File: src/hw/tweep_pkg.sv
// constants and types shared by the two-wire eeprom target logic
// Contract
// - accept page write of up to four bytes
// - acknowledge every received data byte
// - data byte bumps only two low address bits
// - fifth byte wraps onto earlier page slots
// - stop after write starts cycle, bus ignored
// - no address acknowledge while write cycle runs
// - read direction bit is one
// - counter holds last accessed location plus one
// - acknowledge read address, then shift eight bits
// - random read returns byte at loaded address
// - one further byte per controller acknowledge
// - read counter wraps 255 to 0
// - acknowledge only matching type code and selects
// - word address acknowledged and loads counter
// - missing acknowledge releases line until start
// - write cycle lasts at most 10 ms
`default_nettype none
package tweep_pkg;
  localparam int unsigned ADDR_W = 8;
  localparam int unsigned DATA_W = 8;
  localparam int unsigned PAGE_BYTES = 4;
  localparam int unsigned PAGE_W = 2;
  localparam int unsigned BITS_PER_BYTE = 8;
  localparam int unsigned CLK_MHZ = 250;
  localparam int unsigned T_WR_MS = 10;
  // longest time: rounds down, i.e. exact product here
  localparam int unsigned WR_CYC = T_WR_MS * 1000 * CLK_MHZ;
  // arbitrary neutral type code, not a real part's
  localparam logic [3:0] TYPE_CODE_DEF = 4'h5;
  localparam logic DIR_READ = 1'b1;
  localparam int unsigned BUF_DEPTH = 2;

  typedef struct packed {
    logic [ADDR_W-1:0] addr;
    logic [DATA_W-1:0] data;
  } tweep_wr_t;

  typedef enum logic [2:0] {
    ST_IDLE,
    ST_DEV,
    ST_WORD,
    ST_DATA,
    ST_TX,
    ST_RACK,
    ST_NEXT
  } tweep_st_t;
endpackage
`default_nettype wire

File: src/hw/tweep_top.sv
// two-wire eeprom target: protocol engine, page latch, write timer
`timescale 1ns/10ps
`default_nettype none
module tweep_top #(
  parameter int unsigned WR_CYCLES = tweep_pkg::WR_CYC,
  // arbitrary type code default, no real part's value
  parameter logic [3:0] TYPE_CODE = tweep_pkg::TYPE_CODE_DEF
) (
  input wire logic sys_clk,
  input wire logic rst_b,
  input wire logic scl_i,
  input wire logic sda_i,
  input wire logic device_select_bit0,
  input wire logic device_select_bit1,
  input wire logic device_select_bit2,
  output logic sda_o,
  output logic sda_oe_b,
  output logic write_busy
);
  localparam int unsigned TW = $clog2(WR_CYCLES + 1);
  localparam logic [3:0] LAST_BIT = 4'(tweep_pkg::BITS_PER_BYTE);

  logic [2:0] scl_s;
  logic [2:0] sda_s;
  logic [2:0] sel_s0;
  logic [2:0] sel_s1;
  logic scl_rise;
  logic scl_fall;
  logic start_det;
  logic stop_det;

  tweep_pkg::tweep_st_t st_q;
  logic [3:0] cnt_q;
  logic [7:0] sr_q;
  logic ack_q;
  logic rw_q;
  logic [7:0] addr_q;
  logic oe_b_q;
  logic push_q;
  tweep_pkg::tweep_wr_t push_dat_q;

  logic b_iready;
  logic b_ovalid;
  logic b_oready;
  tweep_pkg::tweep_wr_t b_odat;

  logic [7:0] mem [256];
  logic [7:0] pg_dat_q [tweep_pkg::PAGE_BYTES];
  logic [tweep_pkg::PAGE_BYTES-1:0] pg_val_q;
  logic [5:0] pg_base_q;
  logic pend_q;
  logic busy_q;
  logic [TW-1:0] tmr_q;
  logic commit_go;
  logic dev_match;

  // the first stage of each synchroniser feeds only the second
  always_ff @(posedge sys_clk or negedge rst_b) begin
    if (!rst_b) begin
      scl_s <= 3'h7;
      sda_s <= 3'h7;
      sel_s0 <= 3'h0;
      sel_s1 <= 3'h0;
    end else begin
      scl_s <= {scl_s[1:0], scl_i};
      sda_s <= {sda_s[1:0], sda_i};
      sel_s0 <= {device_select_bit2, device_select_bit1,
                 device_select_bit0};
      sel_s1 <= sel_s0;
    end
  end

  assign scl_rise = scl_s[1] & ~scl_s[2];
  assign scl_fall = ~scl_s[1] & scl_s[2];
  assign start_det = scl_s[1] & scl_s[2] & sda_s[2] & ~sda_s[1];
  assign stop_det = scl_s[1] & scl_s[2] & ~sda_s[2] & sda_s[1];
  assign dev_match = (sr_q[7:1] == {TYPE_CODE, sel_s1});

  // protocol engine; held idle and silent while the write cycle runs
  always_ff @(posedge sys_clk or negedge rst_b) begin
    if (!rst_b) begin
      st_q <= tweep_pkg::ST_IDLE;
      cnt_q <= 4'h0;
      sr_q <= 8'h00;
      ack_q <= 1'b0;
      rw_q <= 1'b0;
      addr_q <= 8'h00;
      oe_b_q <= 1'b1;
      push_q <= 1'b0;
      push_dat_q <= '0;
    end else begin
      push_q <= 1'b0;
      if (busy_q || commit_go) begin
        st_q <= tweep_pkg::ST_IDLE;
        oe_b_q <= 1'b1;
        ack_q <= 1'b0;
      end else if (start_det) begin
        st_q <= tweep_pkg::ST_DEV;
        cnt_q <= 4'h0;
        ack_q <= 1'b0;
        oe_b_q <= 1'b1;
      end else if (stop_det) begin
        st_q <= tweep_pkg::ST_IDLE;
        ack_q <= 1'b0;
        oe_b_q <= 1'b1;
      end else begin
        case (st_q)
          tweep_pkg::ST_IDLE: begin
            oe_b_q <= 1'b1;
          end
          tweep_pkg::ST_DEV, tweep_pkg::ST_WORD,
          tweep_pkg::ST_DATA: begin
            if (scl_rise && !ack_q) begin
              sr_q <= {sr_q[6:0], sda_s[1]};
              cnt_q <= cnt_q + 4'h1;
            end else if (scl_fall && ack_q) begin
              // ninth clock done: release and move on
              oe_b_q <= 1'b1;
              ack_q <= 1'b0;
              cnt_q <= 4'h0;
              if (st_q == tweep_pkg::ST_DEV &&
                  rw_q == tweep_pkg::DIR_READ) begin
                st_q <= tweep_pkg::ST_TX;
                sr_q <= mem[addr_q];
                oe_b_q <= mem[addr_q][7];
                addr_q <= addr_q + 8'h01;
              end else if (st_q == tweep_pkg::ST_DEV) begin
                st_q <= tweep_pkg::ST_WORD;
              end else begin
                st_q <= tweep_pkg::ST_DATA;
              end
            end else if (scl_fall && cnt_q == LAST_BIT) begin
              case (st_q)
                tweep_pkg::ST_DEV: begin
                  if (dev_match) begin
                    ack_q <= 1'b1;
                    oe_b_q <= 1'b0;
                    rw_q <= sr_q[0];
                  end else begin
                    st_q <= tweep_pkg::ST_IDLE;
                  end
                end
                tweep_pkg::ST_WORD: begin
                  ack_q <= 1'b1;
                  oe_b_q <= 1'b0;
                  addr_q <= sr_q;
                end
                default: begin
                  // a full buffer withholds the acknowledge
                  if (b_iready) begin
                    ack_q <= 1'b1;
                    oe_b_q <= 1'b0;
                    push_q <= 1'b1;
                    push_dat_q <= '{addr: addr_q, data: sr_q};
                    addr_q[1:0] <= addr_q[1:0] + 2'h1;
                  end else begin
                    st_q <= tweep_pkg::ST_IDLE;
                  end
                end
              endcase
            end
          end
          tweep_pkg::ST_TX: begin
            if (scl_rise) begin
              cnt_q <= cnt_q + 4'h1;
            end else if (scl_fall) begin
              if (cnt_q == LAST_BIT) begin
                oe_b_q <= 1'b1;
                st_q <= tweep_pkg::ST_RACK;
              end else begin
                sr_q <= {sr_q[6:0], 1'b0};
                oe_b_q <= sr_q[6];
              end
            end
          end
          tweep_pkg::ST_RACK: begin
            if (scl_rise) begin
              if (sda_s[1]) begin
                st_q <= tweep_pkg::ST_IDLE;
              end else begin
                st_q <= tweep_pkg::ST_NEXT;
              end
            end
          end
          tweep_pkg::ST_NEXT: begin
            if (scl_fall) begin
              st_q <= tweep_pkg::ST_TX;
              cnt_q <= 4'h0;
              sr_q <= mem[addr_q];
              oe_b_q <= mem[addr_q][7];
              addr_q <= addr_q + 8'h01;
            end
          end
          default: begin
            st_q <= tweep_pkg::ST_IDLE;
          end
        endcase
      end
    end
  end

  tweep_buf2 #(
    .WIDTH($bits(tweep_pkg::tweep_wr_t))
  ) u_buf (
    .sys_clk(sys_clk),
    .rst_b(rst_b),
    .in_valid(push_q),
    .in_ready(b_iready),
    .in_data(push_dat_q),
    .out_valid(b_ovalid),
    .out_ready(b_oready),
    .out_data(b_odat)
  );

  // page loading pauses while the array is being programmed
  assign b_oready = ~busy_q;
  assign commit_go = pend_q & ~b_ovalid & ~busy_q;

  always_ff @(posedge sys_clk or negedge rst_b) begin
    if (!rst_b) begin
      pg_val_q <= '0;
      pg_base_q <= 6'h00;
      pend_q <= 1'b0;
    end else begin
      if (stop_det && !busy_q && st_q == tweep_pkg::ST_DATA) begin
        pend_q <= 1'b1;
      end else if (commit_go) begin
        pend_q <= 1'b0;
      end
      if (commit_go) begin
        pg_val_q <= '0;
      end else if (b_ovalid && b_oready) begin
        pg_val_q[b_odat.addr[1:0]] <= 1'b1;
        pg_base_q <= b_odat.addr[7:2];
      end else if (start_det && !pend_q && !busy_q) begin
        pg_val_q <= '0;
      end
    end
  end

  always_ff @(posedge sys_clk) begin
    if (b_ovalid && b_oready) begin
      pg_dat_q[b_odat.addr[1:0]] <= b_odat.data;
    end
  end

  // all loaded slots land in the array at once when programming starts
  always_ff @(posedge sys_clk) begin
    if (commit_go) begin
      for (int i = 0; i < tweep_pkg::PAGE_BYTES; i++) begin
        if (pg_val_q[i]) begin
          mem[{pg_base_q, 2'(i)}] <= pg_dat_q[i];
        end
      end
    end
  end

  always_ff @(posedge sys_clk or negedge rst_b) begin
    if (!rst_b) begin
      busy_q <= 1'b0;
      tmr_q <= '0;
    end else if (commit_go && |pg_val_q) begin
      busy_q <= 1'b1;
      tmr_q <= TW'(WR_CYCLES - 1);
    end else if (busy_q) begin
      if (tmr_q == '0) begin
        busy_q <= 1'b0;
      end else begin
        tmr_q <= tmr_q - TW'(1);
      end
    end
  end

  always_ff @(posedge sys_clk or negedge rst_b) begin
    if (!rst_b) begin
      sda_o <= 1'b0;
      sda_oe_b <= 1'b1;
      write_busy <= 1'b0;
    end else begin
      sda_o <= 1'b0;
      sda_oe_b <= oe_b_q;
      write_busy <= busy_q;
    end
  end
endmodule
`default_nettype wire

File: src/hw/tweep_buf2.sv
// two-entry valid/ready buffer for received write bytes
`timescale 1ns/10ps
`default_nettype none
module tweep_buf2 #(
  parameter int unsigned WIDTH = 16
) (
  input wire logic sys_clk,
  input wire logic rst_b,
  input wire logic in_valid,
  output logic in_ready,
  input wire logic [WIDTH-1:0] in_data,
  output logic out_valid,
  input wire logic out_ready,
  output logic [WIDTH-1:0] out_data
);
  logic [WIDTH-1:0] mem_q [2];
  logic wp_q;
  logic rp_q;
  logic [1:0] cnt_q;
  logic do_in;
  logic do_out;

  assign in_ready = (cnt_q != 2'h2);
  assign out_valid = (cnt_q != 2'h0);
  assign out_data = mem_q[rp_q];
  assign do_in = in_valid & in_ready;
  assign do_out = out_valid & out_ready;

  always_ff @(posedge sys_clk) begin
    if (do_in) begin
      mem_q[wp_q] <= in_data;
    end
  end

  always_ff @(posedge sys_clk or negedge rst_b) begin
    if (!rst_b) begin
      wp_q <= 1'b0;
      rp_q <= 1'b0;
      cnt_q <= 2'h0;
    end else begin
      if (do_in) begin
        wp_q <= ~wp_q;
      end
      if (do_out) begin
        rp_q <= ~rp_q;
      end
      cnt_q <= cnt_q + {1'b0, do_in} - {1'b0, do_out};
    end
  end
endmodule
`default_nettype wire

File: config.mk
export PLATFORM = sky130hd
export DESIGN_NAME = tweep_top
export DESIGN_NICKNAME = d
export VERILOG_FILES = /design/src/hw/tweep_pkg.sv /design/src/hw/tweep_top.sv /design/src/hw/tweep_buf2.sv
export SDC_FILE = /design/constraint.sdc
export NUM_CORES = 2
export LEC_CHECK = 0
export ABC_AREA = 0
export ABC_CLOCK_PERIOD_IN_PS = 7000
export BUFFER_PORTS_ARGS = -buffer_cell sky130_fd_sc_hd__buf_2
export CORE_ASPECT_RATIO = 0.8
export CORE_UTILIZATION = 37
export CTS_CLUSTER_SIZE = 24
export DETAILED_ROUTE_END_ITERATION = 10
export PLACE_DENSITY = 0.54
export SYNTH_ARGS = -nofsm -noshare
export SYNTH_HDL_FRONTEND = slang
export SYNTH_SLANG_ARGS = --single-unit
File: constraint.sdc
create_clock -name sys_clk -period 7 [get_ports sys_clk]
set_input_delay 0.35 -clock sys_clk [delete_from_list [all_inputs] [get_ports sys_clk]]
set_output_delay 0.35 -clock sys_clk [all_outputs]
set_load 0.02 [all_outputs]
# --- After elaboration in Yosys (flattened, before gate mapping) ---
# Memory sizes are Yosys's and may differ from the RTL's.
# Index checks and enable logic that the tools add are counted.
totals:
  reg_bits: 95
  mem_bits_rw: 2112
  inputBits: 7
  output_inout_bits: 3
  word_cells: 251
  mem_count: 3
classes:
  add_sub_neg: 6
  n_lt_le_gt_ge: 2
  eq_ne: 41
  n_mux: 105
  bitwise: 27
  n_reduce_logical: 42
memory_table:
  columns: ["memory", "depth", "width", "rd", "rd_clocked_by_memory_dff", "write_ports", "line", "text"]
  rows:
  - ["mem", 256, 8, 1, 0, 4, "tweep_top.sv:47", "logic [7:0] mem [256];"]
  - ["pg_dat_q", 4, 8, 4, 0, 1, "tweep_top.sv:48", "logic [7:0] pg_dat_q [tweep_pkg::PAGE_BYTES];"]
  - ["u_buf.mem_q", 2, 16, 1, 0, 1, "tweep_buf2.sv:16", "logic [WIDTH-1:0] mem_q [2];"]
ops:
  columns: ["op", "n"]
  rows:
  - ["$mux 8", 12]
  - ["$mux 22", 3]
  - ["$mux 1", 54]
  - ["$mux 3", 15]
  - ["$mux 4", 9]
  - ["$ne 5x5->1 const B", 6]
  - ["$reduce_and 9->1", 3]
  - ["$ne 3x3->1 const B", 8]
  - ["$pmux 8 s3", 1]
  - ["$logic_not 22->1", 1]
  - ["$sub 22x1->22 const B", 1]
  - ["$ne 7x7->1 const B", 3]
  - ["$reduce_and 10->1", 2]
  - ["$ne 6x6->1 const B", 3]
  - ["$ne 2x2->1 const B", 8]
  - ["$pmux 8 s2", 1]
  - ["$not 1->1", 15]
  - ["$pmux 3 s5", 1]
  - ["$reduce_bool 7->1", 2]
  - ["$ne 4x4->1 const B", 3]
  - ["$pmux 4 s3", 1]
  - ["$and 1x1->1", 11]
  - ["$logic_and 1x1->1", 11]
  - ["$reduce_and 11->1", 1]
  - ["other kinds (36)", 48]

# --- Longest topological paths before layout ---
depth:
  ltp_word: 10
  mapped_depth: 12
  mapped_depth_nobuf: 9

# --- By module ---
# Synthesis repeated with hierarchy kept, for this count alone.
hier_totals:
  cells_unflattened: 4154
  hier_area_um2: 86347.8
by_module_without_submodules:
  columns: ["mod", "n_inst", "cells_each", "area_each_um2", "seq_area_each_um2"]
  rows:
  - ["tweep_top", 1, 4087, 84985.3, 64747.1]
  - ["tweep_buf2", 1, 67, 1362.6, 1061.0]

# --- Least setup slack after synthesis ---
# No wires, ideal clock.
synth_timing:
  path_kind: "flip-flop to flip-flop"
  from: "reg addr_q[0]"
  to: "reg sr_q[1]"
  setup_ns: 0.120
  arrival_time_ns: 2.590
  t_required_ns: 6.880
  path_slack_ns: 4.289
  stages_incl_launch_ff: 12
  n_path_buf: 5
  period_less_slack_ns: 2.711
  path_cell_list: "dfrtp_1 buf_2 buf_6 buf_4 buf_4 buf_2 mux4_2 a211oi_1 a21oi_1 o21ai_0 nand3_1 a31o_2"
synth_via:
  elab_chain_len: 5
  elab_cells_between_ends: 6
  cone_classes: "5 x mux; 1 x memory"
synth_rtl:
  columns: ["element", "line", "text"]
  rows:
  - ["from (decl)", "tweep_top.sv:37", "logic [7:0] addr_q;"]
  - ["from (signal assigned)", "tweep_top.sv:126", "addr_q <= addr_q + 8'h01;"]
  - ["from (signal assigned)", "tweep_top.sv:146", "addr_q <= sr_q;"]
  - ["from (signal assigned)", "tweep_top.sv:155", "addr_q[1:0] <= addr_q[1:0] + 2'h1;"]
  - ["$mem_v2 256x8 (*)", null, null]
  - ["$mux 8", "tweep_top.sv:121", "if (st_q == tweep_pkg::ST_DEV &&"]
  - ["$mux 8", "tweep_top.sv:116", "end else if (scl_fall && ack_q) begin"]
  - ["$mux 8", "tweep_top.sv:113", "if (scl_rise && !ack_q) begin"]
  - ["$pmux 8 s3 (*)", "tweep_top.sv:107", "case (st_q)"]
  - ["to (signal assigned)", "tweep_top.sv:114", "sr_q <= {sr_q[6:0], sda_s[1]};"]
  - ["to (signal assigned)", "tweep_top.sv:124", "sr_q <= mem[addr_q];"]
  - ["to (signal assigned)", "tweep_top.sv:171", "sr_q <= {sr_q[6:0], 1'b0};"]
  - ["to (decl)", "tweep_top.sv:34", "logic [7:0] sr_q;"]
# Every way passes the cells marked *; elsewhere a longest branch is shown, timed or not. The select of a mux whose other input is x is not followed.
# A chain may end at the register's enable or synchronous reset.

# --- Worst setup path in the final report ---
layout_timing:
  from: "reg addr_q[5]"
  to: "reg sr_q[3]"
# Same word-level chain as after synthesis.

==> impl_metrics.toml <==
[status]
status = "complete, no violations"

[clocking]
cts_tree = "done"
cts_buffer_depth = 4
cts_resized = 0
hold_buffers = 6
cts_max_level = 4
clkSinkCount = 2207
cts_root_buf = "clkbuf_16"
insertion_delay_ns = 0.88
numCtsBuffers = 214
cts_setup_buffers = 0
clk_pin_slew_ns = 0.07

[timing]
slew_headroom_pct = 6.30
tightestPinTransition_ns = 1.41
finalSetupViolations = 0
rsz0062_at_grt = "no"
hold_violations = 0
fin_crit_sh_pct = 64.6
fmax_mhz = 221
tns_ns = 0
whs_ns = 0.0699
drv_slew = 0
skew_ns = 0.0538
finalCriticalPeriod_ns = 4.52

[synth]
synth_nets = 4254
syn_area_per_cell_um2 = 20.4
synth_edf_count = 2112
seq_area_frac_synth_pct = 76.2
ys_ff_latch = 2207
syn_inst = 4241
yosys_warnings = 0
async_flop_share_pct = 4.30
synthesis.area_mm2 = 0.0863
synth_cell_types = 76
ys.flop_type = "edfxtp_1"

[global_routing]
grt_max_degree = 127
grt_pass1_vias = 44194
grt_usage_pct = 23.0
grt_remaining_overflow = 0
grt_pass1_wl_um = 374000
grt_antenna_before_repair = 37

[critical_path]
cp_max_fo = 37
worstSetupStartpointType = "register"
critPathKind = "reg2reg"
crit_arrival_ns = 5.33
worstSetupEndpointType = "register"
crit_required_ns = 7.80

[power]
ir_worst_vdd_uv = 367
p_leak_nw = 27.9
p_total_w = 0.0366
p_per_area_mw_per_mm2 = 377

[placement]
gp_congestion = 0.852
hpwl_um = 158000
placedCellCount = 7254
io_buffers = 8

[floorplan]
die_y_um = 434
floorplan.die_area_mm2 = 0.235
boundaryPins = 10
start_util_pct = 37.2
rows = 158
core_mm2 = 0.232
fp.dieW_um = 542

[route]
wl_per_cell_um = 35.6
dr_wl_met3_um = 32600
wl_met1_um = 116000
via_per_inst = 5.93
drtPass1Iterations = 5
wl_met2_um = 116000
antenna_left = 0
wl_um = 272000
vias = 45258
dr.max_layer_used = "met5"
drcViolationCount = 0
drt_iter0_drc = 7437

[job]
drv_cap = 0

[finish]
fin_util_pct = 41.8
mostFrequentLayoutCells = "edfxtp_1 (2112), mux4_2 (535), nor2_1 (331)"
drive_gt1_share_pct = 22.8
finalNonFillerCells = 7632
nets = 4370
syn2layout_area_growth_pct = 12.3
final_common_cell = "edfxtp_1"

[min_path]
min_path_type = "in2async"
[final cells by class]
class / instances / area [um2]
sequential: 2207 / 65800
tap: 3120 / 3900
timing repair buffer: 135 / 1150
fill: 20153 / 135000
antenna: 4 / 10.0
clock inverter: 103 / 886
multi-input combinational: 1777 / 19500
clock buffer: 264 / 5690
inverter: 22 / 87.6
[through the flow]
stage	cell area [um2]	setup slack, ns
2_1_floorplan	86300	4.29
3_5_place_dp	90300	2.71
4_1_cts	97000	2.68
6_report	97000	2.48
5_1_grt	97000	2.50
3_3_place_gp	90300	2.42
[critical path: stages (launching register included)]
cell	delay [ns]
dfrtp_2	0.68
buf_4	0.60
nor2b_1	0.70
and2_1	0.63
a22oi_1	0.25
o211ai_1	0.29
a211oi_1	0.10
a31oi_1	0.87
a31o_2	0.29
[cells by family after synthesis]
kind of cell             Yosys count  synth area share, %
buffers and inverters            257                 1.36
multiplexers                     701                 15.9
adder cells (fa/ha/maj)            6               0.0869
XOR/XNOR                          24                0.243
AO/OA/AOI/OAI                    301                 2.37
AND/OR/NAND/NOR                  744                 3.80
other                              1              0.00434
flip-flops                      2207                 76.2
[sequential cells by signal (all words and copies together), names as in the netlist, 2 cells and up]
register,flops
mem,2048
pg_dat_q,32
u_buf.mem_q,32
tmr_q,22
push_dat_q,16
addr_q,8
sr_q,8
pg_base_q,6
cnt_q,4
pg_val_q,4
scl_s,3
sda_s,3
sel_s0,3
sel_s1,3
st_q,3
u_buf.cnt_q,2
[power breakdown]
part	switching (W)	total [W]	internal (W)
Clock	0.00500	0.0112	0.00624
Sequential	0.000544	0.0153	0.0148
Combinational	0.00626	0.0100	0.00377
[layer usage]
layer  vias to the layer above  global-route usage, %
li1                      17622                      -
met2                      2797                   33.0
met3                       396                   6.47
met4                         6                   5.52
met5                         -                      0
met1                     24437                   34.5
[cell usage after synthesis, drive strengths merged (5+ instances only)]
cell type | n | share of area, %
a31o | 8 | 0.081
nand2 | 212 | 0.92
mux2i | 139 | 1.6
nand4 | 10 | 0.072
mux2 | 27 | 0.35
buf | 126 | 0.79
nand3 | 54 | 0.31
and3b | 6 | 0.061
nor4b | 5 | 0.051
a211oi | 20 | 0.18
a31oi | 19 | 0.14
nor2 | 332 | 1.4
and2 | 8 | 0.058
o21ai | 44 | 0.26
or3 | 11 | 0.085
mux4 | 535 | 14
ha | 6 | 0.087
nor2b | 18 | 0.13
o211ai | 11 | 0.096
nor3b | 8 | 0.070
o22a | 8 | 0.081
o22ai | 23 | 0.17
dfstp | 8 | 0.24
edfxtp | 2112 | 73
nor4 | 7 | 0.058
nand2b | 14 | 0.10
clkbuf | 109 | 0.48
a221oi | 7 | 0.071
dfrtp | 87 | 2.5
a22oi | 63 | 0.55
inv | 22 | 0.096
and3 | 15 | 0.11
nor3 | 27 | 0.16
a21oi | 58 | 0.34
xnor2 | 13 | 0.13
xor2 | 11 | 0.11
[worst paths after layout]
kind | start | end | slack [ns] | cells past startpoint
max | addr_q[5] | sr_q[3] | 2.48 | 8
min | rst_b | sr_q[0] | 0.07 | 2
max reg2reg | addr_q[5] | sr_q[3] | 2.48 | 8
min reg2reg | sel_s0[2] | sel_s1[2] | 0.35 | 0
max in group asynchronous | rst_b | addr_q[2] | 5.99 | 3
min in group sys_clk | device_select_bit0 | sel_s0[0] | 0.16 | 2
Power figures use the tool's default switching activity.
